<file path="src/sgoc_obj_chan.sv">
// Shared constants, carrier types and the per-object position and pulse channel.
`timescale 1ns/100ps
`default_nettype none
package sgoc_pkg;
    // Register byte offsets on the Wishbone bus.
    localparam logic [7:0] SGOC_CTRL_OFS   = 8'h00;
    localparam logic [7:0] SGOC_CMD_OFS    = 8'h04;
    localparam logic [7:0] SGOC_STAT_OFS   = 8'h08;
    localparam logic [7:0] SGOC_IRQS_OFS   = 8'h0c;
    localparam logic [7:0] SGOC_IRQM_OFS   = 8'h10;
    localparam logic [7:0] SGOC_PULSE_OFS  = 8'h14;
    localparam logic [7:0] SGOC_COMPL_OFS  = 8'h18;
    localparam logic [7:0] SGOC_OBJTO_OFS  = 8'h1c;
    localparam logic [7:0] SGOC_PSEL_OFS   = 8'h40;
    localparam logic [7:0] SGOC_CSEL_OFS   = 8'h60;
    // Object counts and field positions.
    localparam int SGOC_NCTL      = 6;
    localparam int SGOC_NOBJ      = 8;
    localparam int SGOC_NSIG      = 16;
    localparam int SGOC_CMD_CLS   = 4;
    localparam int SGOC_CMD_KIND  = 5;
    localparam int SGOC_CMD_SRC   = 7;
    localparam int SGOC_CTRL_LRS  = 8;
    localparam int SGOC_IRQ_REJ   = 8;
    localparam int SGOC_STAT_FAIL = 16;
    localparam int SGOC_STAT_REM  = 24;
    // Position codes; 00 and 11 both mean undefined.
    localparam logic [1:0] SGOC_POS_UNDEF0 = 2'h0;
    localparam logic [1:0] SGOC_POS_OPEN   = 2'h1;
    localparam logic [1:0] SGOC_POS_CLOSED = 2'h2;
    localparam logic [1:0] SGOC_POS_UNDEF1 = 2'h3;
    // Command kinds in the command register.
    localparam logic [1:0] SGOC_KIND_DIRECT = 2'h0;
    localparam logic [1:0] SGOC_KIND_SELECT = 2'h1;
    localparam logic [1:0] SGOC_KIND_EXEC   = 2'h2;
    // Timing: one tick is 10 ms at a 25 MHz clock.
    localparam int SGOC_CLK_HZ   = 25000000;
    localparam int SGOC_TICK_MS  = 10;
    localparam int SGOC_TICK_CYC = SGOC_CLK_HZ / 1000 * SGOC_TICK_MS;
    // Reset values of the three timers, in ticks (1 s each).
    localparam logic [15:0] SGOC_PULSE_RST = 16'h0064;
    localparam logic [15:0] SGOC_COMPL_RST = 16'h0064;
    localparam logic [15:0] SGOC_OBJTO_RST = 16'h0064;

    typedef struct packed {
        logic [15:0] pulse_len;
        logic [15:0] compl_to;
        logic [15:0] obj_to;
    } sgoc_tmr_t;

    typedef struct packed {
        logic [1:0]  pos;
        logic        opn;
        logic        cls;
        logic        busy;
        logic        want_open;
        logic        wait_rdy;
        logic        fail;
        logic        evt;
        logic [15:0] cnt;
    } sgoc_chan_t;
endpackage

// One switchgear object: position decode, pulse timing and failure supervision.
module sgoc_obj_chan
    import sgoc_pkg::*;
#(
    parameter bit CTL = 1'b1
) (
    input  wire logic      clk_i,
    input  wire logic      rst_i,
    input  wire logic      tick_i,
    input  wire logic      open_pos_i,
    input  wire logic      close_pos_i,
    input  wire logic      ready_i,
    input  wire logic      ready_en_i,
    input  wire logic      cmd_open_i,
    input  wire logic      cmd_close_i,
    input  wire sgoc_tmr_t tmr_i,
    output var  logic [1:0] pos_o,
    output var  logic      open_o,
    output var  logic      close_o,
    output var  logic      fail_o,
    output var  logic      evt_o
);
    sgoc_chan_t s_r;
    sgoc_chan_t s_nxt;
    logic [15:0] cnt_inc;
    logic [1:0]  pos_now;
    logic [1:0]  target;

    assign cnt_inc = s_r.cnt + 16'h0001;
    assign pos_now = {close_pos_i, open_pos_i};
    assign target  = s_r.want_open ? SGOC_POS_OPEN : SGOC_POS_CLOSED;

    // Controllable objects run a pulse then optional ready wait; others only watch.
    always_comb begin
        s_nxt     = s_r;
        s_nxt.evt = 1'b0;
        s_nxt.pos = pos_now;
        if (!CTL) begin
            if (pos_now == SGOC_POS_OPEN || pos_now == SGOC_POS_CLOSED) begin
                s_nxt.cnt  = 16'h0000;
                s_nxt.fail = 1'b0;
            end else if (tick_i && !s_r.fail) begin
                if (cnt_inc >= tmr_i.obj_to) begin
                    s_nxt.fail = 1'b1;
                    s_nxt.evt  = 1'b1;
                end else begin
                    s_nxt.cnt = cnt_inc;
                end
            end
        end else if (!s_r.busy) begin
            if (cmd_open_i || cmd_close_i) begin
                s_nxt.busy      = 1'b1;
                s_nxt.want_open = cmd_open_i;
                s_nxt.opn       = cmd_open_i;
                s_nxt.cls       = cmd_close_i;
                s_nxt.cnt       = 16'h0000;
                s_nxt.fail      = 1'b0;
                s_nxt.wait_rdy  = 1'b0;
            end
        end else if (!s_r.wait_rdy) begin
            if (pos_now == target) begin
                s_nxt.opn = 1'b0;
                s_nxt.cls = 1'b0;
                s_nxt.cnt = 16'h0000;
                // Without a ready input the completion timeout is ignored.
                if (ready_en_i && !ready_i) begin
                    s_nxt.wait_rdy = 1'b1;
                end else begin
                    s_nxt.busy = 1'b0;
                end
            end else if (tick_i) begin
                if (cnt_inc >= tmr_i.pulse_len) begin
                    s_nxt.opn  = 1'b0;
                    s_nxt.cls  = 1'b0;
                    s_nxt.busy = 1'b0;
                    s_nxt.fail = 1'b1;
                    s_nxt.evt  = 1'b1;
                end else begin
                    s_nxt.cnt = cnt_inc;
                end
            end
        end else if (ready_i) begin
            s_nxt.busy     = 1'b0;
            s_nxt.wait_rdy = 1'b0;
        end else if (tick_i) begin
            if (cnt_inc >= tmr_i.compl_to) begin
                s_nxt.busy     = 1'b0;
                s_nxt.wait_rdy = 1'b0;
                s_nxt.fail     = 1'b1;
                s_nxt.evt      = 1'b1;
            end else begin
                s_nxt.cnt = cnt_inc;
            end
        end
    end

    // State register.
    always_ff @(posedge clk_i) begin
        if (rst_i) begin
            s_r <= '0;
        end else begin
            s_r <= s_nxt;
        end
    end

    assign pos_o   = s_r.pos;
    assign open_o  = s_r.opn;
    assign close_o = s_r.cls;
    assign fail_o  = s_r.fail;
    assign evt_o   = s_r.evt;
endmodule

`default_nettype wire

</file>
<file path="src/sgoc_top.sv">
// Switchgear object control: Wishbone registers, command arbitration and eight object channels.
`timescale 1ns/100ps
`default_nettype none

// Functional notes
// - Objects one to six are controllable; seven and eight only report position.
// - Position is two bits; 00 and 11 are undefined, others open or closed.
// - Each command pulse ends by the programmable maximum pulse length.
// - Missing the new position in time sets object failure and an undefined event.
// - Completion timeout only supervises the ready input, ignored when none selected.
// - Status-only objects fail with an event when a change exceeds their timeout.
// - Separate open and close outputs pulse for input, remote or auto-reclose commands.
// - Interlock blocking suppresses a command so no pulse is issued.
// - Both select-then-execute and direct commands exist for every controllable object.
// - Input-driven commands fire on a rising edge of the chosen signal.
// - Local inputs act only in local state, remote inputs only in remote.
// - Local mode accepts front panel commands and rejects remote serial ones.
// - Remote mode rejects front panel commands and accepts remote serial ones.
// - Local or remote mode comes from the panel bit or a chosen input.
// - Remote commands need no password.
module sgoc_top
    import sgoc_pkg::*;
#(
    parameter int TICK_CYCLES = SGOC_TICK_CYC
) (
    input  wire logic        clk_i,
    input  wire logic        rst_i,
    input  wire logic        wb_cyc_i,
    input  wire logic        wb_stb_i,
    input  wire logic        wb_we_i,
    input  wire logic [7:0]  wb_adr_i,
    input  wire logic [3:0]  wb_sel_i,
    input  wire logic [31:0] wb_dat_i,
    output var  logic [31:0] wb_dat_o,
    output var  logic        wb_ack_o,
    input  wire logic [15:0] sig_i,
    input  wire logic [5:0]  block_i,
    input  wire logic [5:0]  ar_open_i,
    input  wire logic [5:0]  ar_close_i,
    output var  logic [5:0]  open_o,
    output var  logic [5:0]  close_o,
    output var  logic [7:0]  obj_fail_o,
    output var  logic        irq_o
);
    typedef struct packed {
        logic              ack;
        logic [31:0]       rdat;
        logic              remote_bit;
        logic [4:0]        lr_sel;
        sgoc_tmr_t         tmr;
        logic [7:0][20:0]  psel;
        logic [5:0][28:0]  csel;
        logic [5:0]        pend_v;
        logic [5:0]        pend_cls;
        logic [5:0]        cmd_open;
        logic [5:0]        cmd_close;
        logic [15:0]       sig_prev;
        logic [8:0]        irq_stat;
        logic [8:0]        irq_mask;
        logic              irq;
        logic [17:0]       tick_cnt;
        logic              tick;
    } sgoc_top_st_t;

    sgoc_top_st_t s_r;
    sgoc_top_st_t s_nxt;

    logic [7:0][1:0] ch_pos;
    logic [7:0]      ch_open;
    logic [7:0]      ch_close;
    logic [7:0]      ch_fail;
    logic [7:0]      ch_evt;
    logic [7:0]      pos_open;
    logic [7:0]      pos_close;
    logic [7:0]      rdy;
    logic [7:0]      rdy_en;
    logic            remote;

    // Level of the signal picked by a five-bit select code; code zero means none.
    function automatic logic pick(input logic [15:0] v, input logic [4:0] code);
        logic r;
        r = 1'b0;
        if (code != 5'h00) begin
            r = v[code[3:0] - 4'h1];
        end
        return r;
    endfunction

    // Byte-lane merge for register writes.
    function automatic logic [31:0] merge(input logic [31:0] old, input logic [31:0] nw,
                                          input logic [3:0] sel);
        logic [31:0] r;
        r = old;
        for (int b = 0; b < 4; b++) begin
            if (sel[b]) begin
                r[8*b +: 8] = nw[8*b +: 8];
            end
        end
        return r;
    endfunction

    // Mode comes from a chosen input when one is set, else from the panel bit.
    assign remote = (s_r.lr_sel != 5'h00) ? pick(sig_i, s_r.lr_sel) : s_r.remote_bit;

    // Position and ready contacts are steered by the per-object select codes.
    always_comb begin
        for (int i = 0; i < SGOC_NOBJ; i++) begin
            pos_open[i]  = pick(sig_i, s_r.psel[i][4:0]);
            pos_close[i] = pick(sig_i, s_r.psel[i][12:8]);
            rdy[i]       = pick(sig_i, s_r.psel[i][20:16]);
            rdy_en[i]    = (s_r.psel[i][20:16] != 5'h00);
        end
    end

    // Only the first six channels may drive command pulses.
    for (genvar g = 0; g < SGOC_NOBJ; g++) begin : g_chan
        sgoc_obj_chan #(
            .CTL (g < SGOC_NCTL)
        ) u_chan (
            .clk_i       (clk_i),
            .rst_i       (rst_i),
            .tick_i      (s_r.tick),
            .open_pos_i  (pos_open[g]),
            .close_pos_i (pos_close[g]),
            .ready_i     (rdy[g]),
            .ready_en_i  (rdy_en[g]),
            .cmd_open_i  ((g < SGOC_NCTL) ? s_r.cmd_open[g % SGOC_NCTL] : 1'b0),
            .cmd_close_i ((g < SGOC_NCTL) ? s_r.cmd_close[g % SGOC_NCTL] : 1'b0),
            .tmr_i       (s_r.tmr),
            .pos_o       (ch_pos[g]),
            .open_o      (ch_open[g]),
            .close_o     (ch_close[g]),
            .fail_o      (ch_fail[g]),
            .evt_o       (ch_evt[g])
        );
    end

    // Bus decode, command arbitration, interrupts and the tick divider.
    always_comb begin
        logic        acc;
        logic        wr;
        logic        cmd_wr;
        logic [2:0]  cobj;
        logic        ccls;
        logic [1:0]  ckind;
        logic        csrc;
        logic        op_o;
        logic        op_c;
        logic        rej;
        logic [8:0]  set_bits;
        logic [31:0] rd;
        logic [31:0] w;
        acc      = wb_cyc_i && wb_stb_i && !s_r.ack;
        wr       = acc && wb_we_i;
        cmd_wr   = wr && (wb_adr_i == SGOC_CMD_OFS) && wb_sel_i[0];
        cobj     = wb_dat_i[2:0];
        ccls     = wb_dat_i[SGOC_CMD_CLS];
        ckind    = wb_dat_i[SGOC_CMD_KIND +: 2];
        csrc     = wb_dat_i[SGOC_CMD_SRC];
        op_o     = 1'b0;
        op_c     = 1'b0;
        rej      = 1'b0;
        set_bits = '0;
        rd       = 32'h0000_0000;
        w        = 32'h0000_0000;
        s_nxt    = s_r;

        // Classic Wishbone: answer one cycle after the strobe, drop ack next cycle.
        s_nxt.ack = acc;
        s_nxt.sig_prev = sig_i;

        // Ticks are 10 ms enable pulses; all timers count them.
        s_nxt.tick = 1'b0;
        if (s_r.tick_cnt >= 18'(TICK_CYCLES - 1)) begin
            s_nxt.tick_cnt = 18'h00000;
            s_nxt.tick     = 1'b1;
        end else begin
            s_nxt.tick_cnt = s_r.tick_cnt + 18'h00001;
        end

        // Register writes; unmapped addresses are acked and ignored.
        if (wr) begin
            case (wb_adr_i)
                SGOC_CTRL_OFS: begin
                    w = merge({19'h0, s_r.lr_sel, 7'h0, s_r.remote_bit}, wb_dat_i, wb_sel_i);
                    s_nxt.remote_bit = w[0];
                    s_nxt.lr_sel     = w[SGOC_CTRL_LRS +: 5];
                end
                SGOC_IRQM_OFS: begin
                    w = merge({23'h0, s_r.irq_mask}, wb_dat_i, wb_sel_i);
                    s_nxt.irq_mask = w[8:0];
                end
                SGOC_PULSE_OFS: begin
                    w = merge({16'h0, s_r.tmr.pulse_len}, wb_dat_i, wb_sel_i);
                    s_nxt.tmr.pulse_len = w[15:0];
                end
                SGOC_COMPL_OFS: begin
                    w = merge({16'h0, s_r.tmr.compl_to}, wb_dat_i, wb_sel_i);
                    s_nxt.tmr.compl_to = w[15:0];
                end
                SGOC_OBJTO_OFS: begin
                    w = merge({16'h0, s_r.tmr.obj_to}, wb_dat_i, wb_sel_i);
                    s_nxt.tmr.obj_to = w[15:0];
                end
                default: begin
                    for (int i = 0; i < SGOC_NOBJ; i++) begin
                        if (wb_adr_i == SGOC_PSEL_OFS + 8'(4 * i)) begin
                            w = merge({11'h0, s_r.psel[i]}, wb_dat_i, wb_sel_i);
                            s_nxt.psel[i] = w[20:0];
                        end
                    end
                    for (int i = 0; i < SGOC_NCTL; i++) begin
                        if (wb_adr_i == SGOC_CSEL_OFS + 8'(4 * i)) begin
                            w = merge({3'h0, s_r.csel[i]}, wb_dat_i, wb_sel_i);
                            s_nxt.csel[i] = w[28:0];
                        end
                    end
                end
            endcase
        end

        // A command naming a status-only object is refused outright.
        if (cmd_wr && cobj >= 3'(SGOC_NCTL)) begin
            rej = 1'b1;
        end

        // Per-object command collection, one pulse per accepted command.
        for (int g = 0; g < SGOC_NCTL; g++) begin
            op_o = 1'b0;
            op_c = 1'b0;
            // Edge, not level, so a held input cannot re-fire after completion.
            if (remote) begin
                op_o = pick(sig_i, s_r.csel[g][20:16]) && !pick(s_r.sig_prev, s_r.csel[g][20:16]);
                op_c = pick(sig_i, s_r.csel[g][28:24]) && !pick(s_r.sig_prev, s_r.csel[g][28:24]);
            end else begin
                op_o = pick(sig_i, s_r.csel[g][4:0]) && !pick(s_r.sig_prev, s_r.csel[g][4:0]);
                op_c = pick(sig_i, s_r.csel[g][12:8]) && !pick(s_r.sig_prev, s_r.csel[g][12:8]);
            end
            op_o = op_o || ar_open_i[g];
            op_c = op_c || ar_close_i[g];
            // Remote serial commands are taken with no password step.
            if (cmd_wr && cobj == 3'(g)) begin
                if (csrc != remote) begin
                    rej = 1'b1;
                end else begin
                    case (ckind)
                        SGOC_KIND_DIRECT: begin
                            op_o = op_o || !ccls;
                            op_c = op_c || ccls;
                        end
                        SGOC_KIND_SELECT: begin
                            s_nxt.pend_v[g]   = 1'b1;
                            s_nxt.pend_cls[g] = ccls;
                        end
                        SGOC_KIND_EXEC: begin
                            s_nxt.pend_v[g] = 1'b0;
                            if (s_r.pend_v[g] && s_r.pend_cls[g] == ccls) begin
                                op_o = op_o || !ccls;
                                op_c = op_c || ccls;
                            end else begin
                                rej = 1'b1;
                            end
                        end
                        default: begin
                            rej = 1'b1;
                        end
                    endcase
                end
            end
            // Conflicting or interlocked commands never reach the outputs.
            if (op_o && op_c) begin
                rej  = 1'b1;
                op_o = 1'b0;
                op_c = 1'b0;
            end
            if (block_i[g] && (op_o || op_c)) begin
                rej  = 1'b1;
                op_o = 1'b0;
                op_c = 1'b0;
            end
            s_nxt.cmd_open[g]  = op_o;
            s_nxt.cmd_close[g] = op_c;
        end

        // Sticky events; a new event wins over a same-cycle write-one clear.
        set_bits = {rej, ch_evt};
        w = merge(32'h0, wb_dat_i, wb_sel_i);
        if (wr && wb_adr_i == SGOC_IRQS_OFS) begin
            s_nxt.irq_stat = s_r.irq_stat & ~w[8:0];
        end
        s_nxt.irq_stat = s_nxt.irq_stat | set_bits;
        s_nxt.irq      = |(s_nxt.irq_stat & s_nxt.irq_mask);

        // Registered read data; write-only and unmapped words read zero.
        case (wb_adr_i)
            SGOC_CTRL_OFS:   rd = {19'h0, s_r.lr_sel, 7'h0, s_r.remote_bit};
            SGOC_STAT_OFS:   rd = {7'h0, remote, ch_fail, ch_pos};
            SGOC_IRQS_OFS:   rd = {23'h0, s_r.irq_stat};
            SGOC_IRQM_OFS:   rd = {23'h0, s_r.irq_mask};
            SGOC_PULSE_OFS:  rd = {16'h0, s_r.tmr.pulse_len};
            SGOC_COMPL_OFS:  rd = {16'h0, s_r.tmr.compl_to};
            SGOC_OBJTO_OFS:  rd = {16'h0, s_r.tmr.obj_to};
            default: begin
                for (int i = 0; i < SGOC_NOBJ; i++) begin
                    if (wb_adr_i == SGOC_PSEL_OFS + 8'(4 * i)) begin
                        rd = {11'h0, s_r.psel[i]};
                    end
                end
                for (int i = 0; i < SGOC_NCTL; i++) begin
                    if (wb_adr_i == SGOC_CSEL_OFS + 8'(4 * i)) begin
                        rd = {3'h0, s_r.csel[i]};
                    end
                end
            end
        endcase
        s_nxt.rdat = (acc && !wb_we_i) ? rd : 32'h0000_0000;
    end

    // State register with documented reset values for the timers.
    always_ff @(posedge clk_i) begin
        if (rst_i) begin
            s_r               <= '0;
            s_r.tmr.pulse_len <= SGOC_PULSE_RST;
            s_r.tmr.compl_to  <= SGOC_COMPL_RST;
            s_r.tmr.obj_to    <= SGOC_OBJTO_RST;
        end else begin
            s_r <= s_nxt;
        end
    end

    // Outputs are flip-flops here or inside the channels.
    assign wb_dat_o   = s_r.rdat;
    assign wb_ack_o   = s_r.ack;
    assign irq_o      = s_r.irq;
    assign open_o     = ch_open[5:0];
    assign close_o    = ch_close[5:0];
    assign obj_fail_o = ch_fail;
endmodule

`default_nettype wire

</file>
<file path="config.mk">
export PLATFORM = sky130hd
export DESIGN_NAME = sgoc_top
export DESIGN_NICKNAME = d
export VERILOG_FILES = /design/src/sgoc_obj_chan.sv /design/src/sgoc_top.sv
export SDC_FILE = /design/constraint.sdc
export NUM_CORES = 2
export LEC_CHECK = 0
export BUFFER_PORTS_ARGS = -buffer_cell sky130_fd_sc_hd__buf_2
export CAP_MARGIN = 20
export CORE_UTILIZATION = 55
export CTS_BUF_LIST = sky130_fd_sc_hd__clkbuf_2
export DETAILED_ROUTE_END_ITERATION = 16
export PLACE_DENSITY = 0.72
export RECOVER_POWER = 100
export SLEW_MARGIN = 20
export SYNTH_ARGS = -nofsm -noshare
export SYNTH_HDL_FRONTEND = slang
export SYNTH_SLANG_ARGS = --single-unit
</file>
<file path="constraint.sdc">
create_clock -name clk_i -period 7.7 [get_ports clk_i]
set_clock_uncertainty 0.1 [all_clocks]
set_input_delay 0.385 -clock clk_i [delete_from_list [all_inputs] [get_ports clk_i]]
set_output_delay 0.385 -clock clk_i [all_outputs]
set_load 0.01 [all_outputs]
</file>
==> impl_metrics.ini <==
[setup_path]
path_buf_inv = 5
slowest_stage = dfxtp_1
cp-end-kind = flop
cp-start-kind = flop
crit_fanout = 17
cp.required_ns = 9.06
crit_arrival_ns = 8.69
crit_chain = inv_1, ha_1, mux2_1, a221oi_1, o21ai_0, o211a_1, or2_1, xnor2_1, buf_4, nand2_1, nor3_1, a2111oi_1, ha_1, nor2b_1, dlygate4sd3_1, a211oi_1, nand2_1, dlygate4sd3_1, a22oi_1, nand3_1, dlygate4sd3_1
cpMostUsedCell = dlygate4sd3_1
cp_top_family = buffers and inverters
worstSetupPathType = flop to flop
slowest_delay_ns = 0.88

[route]
wire_per_inst_um = 25.13
routed_via_density = 6.573
first_iter_violations = 6130
routed_wl_um = 165400
firstDrtPassIters = 8
vias = 43261
antenna_left = 0
remaining_drc_errors = 0

[logic_synthesis]
ys_seq_area_share_pct = 30.55
netlist_area_sq_mm = 0.04548
synthTopCellsByCount = 694 x dfxtp_1, 576 x nor2_1, 377 x mux2i_1
synth_top_area_share_pct = 30.55
ys_types = 79
yosysMostFrequentCell = dfxtp_1
synth-main-ff-cell = dfxtp_1
async_flop_share_pct = 0
yosys_warnings = 0
synth.avg_cell_area_sq_um = 8.867
synth-edff-count = 0
synth_seq_cells = 694
synth_area_leaders = dfxtp_1 31%, mux4_2 9.3%, ha_1 8.4%
synth_cells = 5129
yosysTopAreaCell = dfxtp_1

[finish]
syn2layout_area_growth_pct = 10.34
drive_gt1_share_pct = 13.31
multi_input_area_sq_mm = 0.02900
nets = 5744
nFillCells = 7178
register_area_sq_mm = 0.01389

[timing]
worst_pin_slew_ns = 3.739
fmax_ghz = 0.1364
final_hold_viol_count = 0
slew_viol_final = 712
slew_headroom_pct = -149.3
finalCritPeriodShare_pct = 95.24
tns_ns = 0
setup-violations-final = 0
rsz0062_at_grt = false
holdWs_ns = 0.07849
min_period_ns = 7.334

[place]
io_buffers = 130
gp_congestion = 0.9965
dpl.hpwl_um = 109900

[run_status]
status = complete, but fails checks
violations = max-capacitance violations, max-slew violations

[clock_network]
clockRootBuffer = clkbuf_2
cts_buffers = 187
cts_tree = built
cts_num_sinks = 694
clock_latency_ns = 1.72
clockBufferDepth = 3
htreeDepth = 4
clkTransAtPathRegs_ns = 0.11

[run]
drv_cap = 31

[global_route]
grt_max_degree = 98
grt_usage_pct = 38.50
grt_pass1_vias = 39933
antenna_found_initial = 11
grt_first_pass_wirelength_um = 242600
grt_overflow = 0

[power_and_ir_drop]
p_leak_nw = 18.93
p_per_area_mw_per_mm2 = 140.8
ir_drop_v = 0.0001559
p_total_mw = 7.068

[floorplanning]
fp.dieW_um = 289.6
die_area_sq_mm = 0.08385
ioPinCount = 137
fp.coreArea_sq_mm = 0.08198
rows = 105
start_util_pct = 55.48
fp.dieH_um = 289.6

[min_path]
hold_class = primary input to flop
[state kept, by name, indices dropped and copies added (netlist names)]
register               count
wb_ack_o                   1
wb_dat_o                  29
g_chan.u_chan.fail_o       8
g_chan.u_chan.evt_o        8
s_r                      473
g_chan.u_chan.s_r        146
g_chan.u_chan.open_o       6
g_chan.u_chan.pos_o       16
g_chan.u_chan.close_o      6
irq_o                      1
[layout make-up]
cell class / instances / area share (%)
sequential: 694 / 27.69
multi-input combinational: 3815 / 57.78
tap: 1070 / 2.668
inverter: 216 / 1.616
clock inverter: 67 / 0.7206
clock buffer: 267 / 2.663
antenna: 13 / 0.06483
timing repair buffer: 440 / 6.802
[stage by stage]
step	utilization [%]	setup WS [ns]	cell area [sq um]	instances
2_1_floorplan	-	2.452	45490	5131
3_3_place_gp	56.63	1.602	46430	6010
3_5_place_dp	56.64	1.536	46430	6010
4_1_cts	61.45	0.3400	50370	6566
5_1_grt	61.19	0.08289	50160	6574
6_report	61.21	0.3665	50180	6582
[cell families after synthesis]
kind of cell	after synthesis	share of synthesized area [%]
and+or+nand+nor	1623	17.19
AOI/OAI and AO/OA	1017	14.55
DFF	694	30.55
buffers and inverters	622	5.629
muxes	609	18.70
adders and majority gates	307	8.446
xor gates and xnor gates	256	4.930
other	1	0.008245
[worst register-to-register path, stage by stage (launching register included)]
cell	delay [ns]
dfxtp_1	0.88
inv_1	0.16
ha_1	0.50
mux2_1	0.38
a221oi_1	0.29
o21ai_0	0.18
o211a_1	0.29
or2_1	0.54
xnor2_1	0.23
buf_4	0.22
nand2_1	0.11
nor3_1	0.06
a2111oi_1	0.61
ha_1	0.25
nor2b_1	0.04
dlygate4sd3_1	0.57
a211oi_1	0.25
nand2_1	0.08
dlygate4sd3_1	0.59
a22oi_1	0.18
nand3_1	0.09
dlygate4sd3_1	0.58
[per-layer routing]
layer	global-route usage, %	vias to the layer above	routed length, um
met5	0	-	47
met4	26.15	6	12330
met3	13.57	718	22800
met2	56.07	2878	68990
met1	47.73	20538	61240
li1	-	19121	-
[final timing paths]
| check | start | to | slack [ns] | cells past startpoint |
|---|---|---|---|---|
| min reg2reg | g_chan[0].u_chan.s_r[1] | g_chan[0].u_chan.s_r[1] | 0.37 | 2 |
| min | wb_adr_i[1] | s_r[456] | 0.08 | 8 |
| max | s_r[468] | irq_o | 0.37 | 21 |
| max reg2reg | s_r[468] | irq_o | 0.37 | 21 |
[power breakdown]
part	switching (mW)	leakage [nW]	internal [mW]
Sequential	0.0278	5.60	3.61
Combinational	0.447	12.1	0.256
Clock	1.73	1.28	1.00
Total	2.20	18.9	4.86
[placed cells by master (no fill, tap or decap), drive strengths merged, types with 17 or more instances in the layout]
master,count
a211oi,30
nand4,34
clkbuf,341
xnor2,133
nor2,576
a21o,61
inv,224
mux2,44
a22o,32
a221oi,45
nand2,338
mux2i,377
mux4,188
a22oi,95
nand2b,47
o21ai,229
o211ai,23
a21oi,290
and3,88
xor2,123
a2111oi,17
nor2b,67
nor3,142
nand3b,18
and2,21
a31oi,27
clkinv,56
nor4b,25
nand3,184
or4b,20
a222oi,19
buf,146
dfxtp,694
dlygate4sd3,220
ha,307
[repair_timing]
item                       CTS  global route
hold buffers               222             1
setup endpoints to repair    0             2
gates resized for setup      0             1
setup buffers                0             0
hold endpoints to repair   654             4
(Power assumes the default switching activity.)
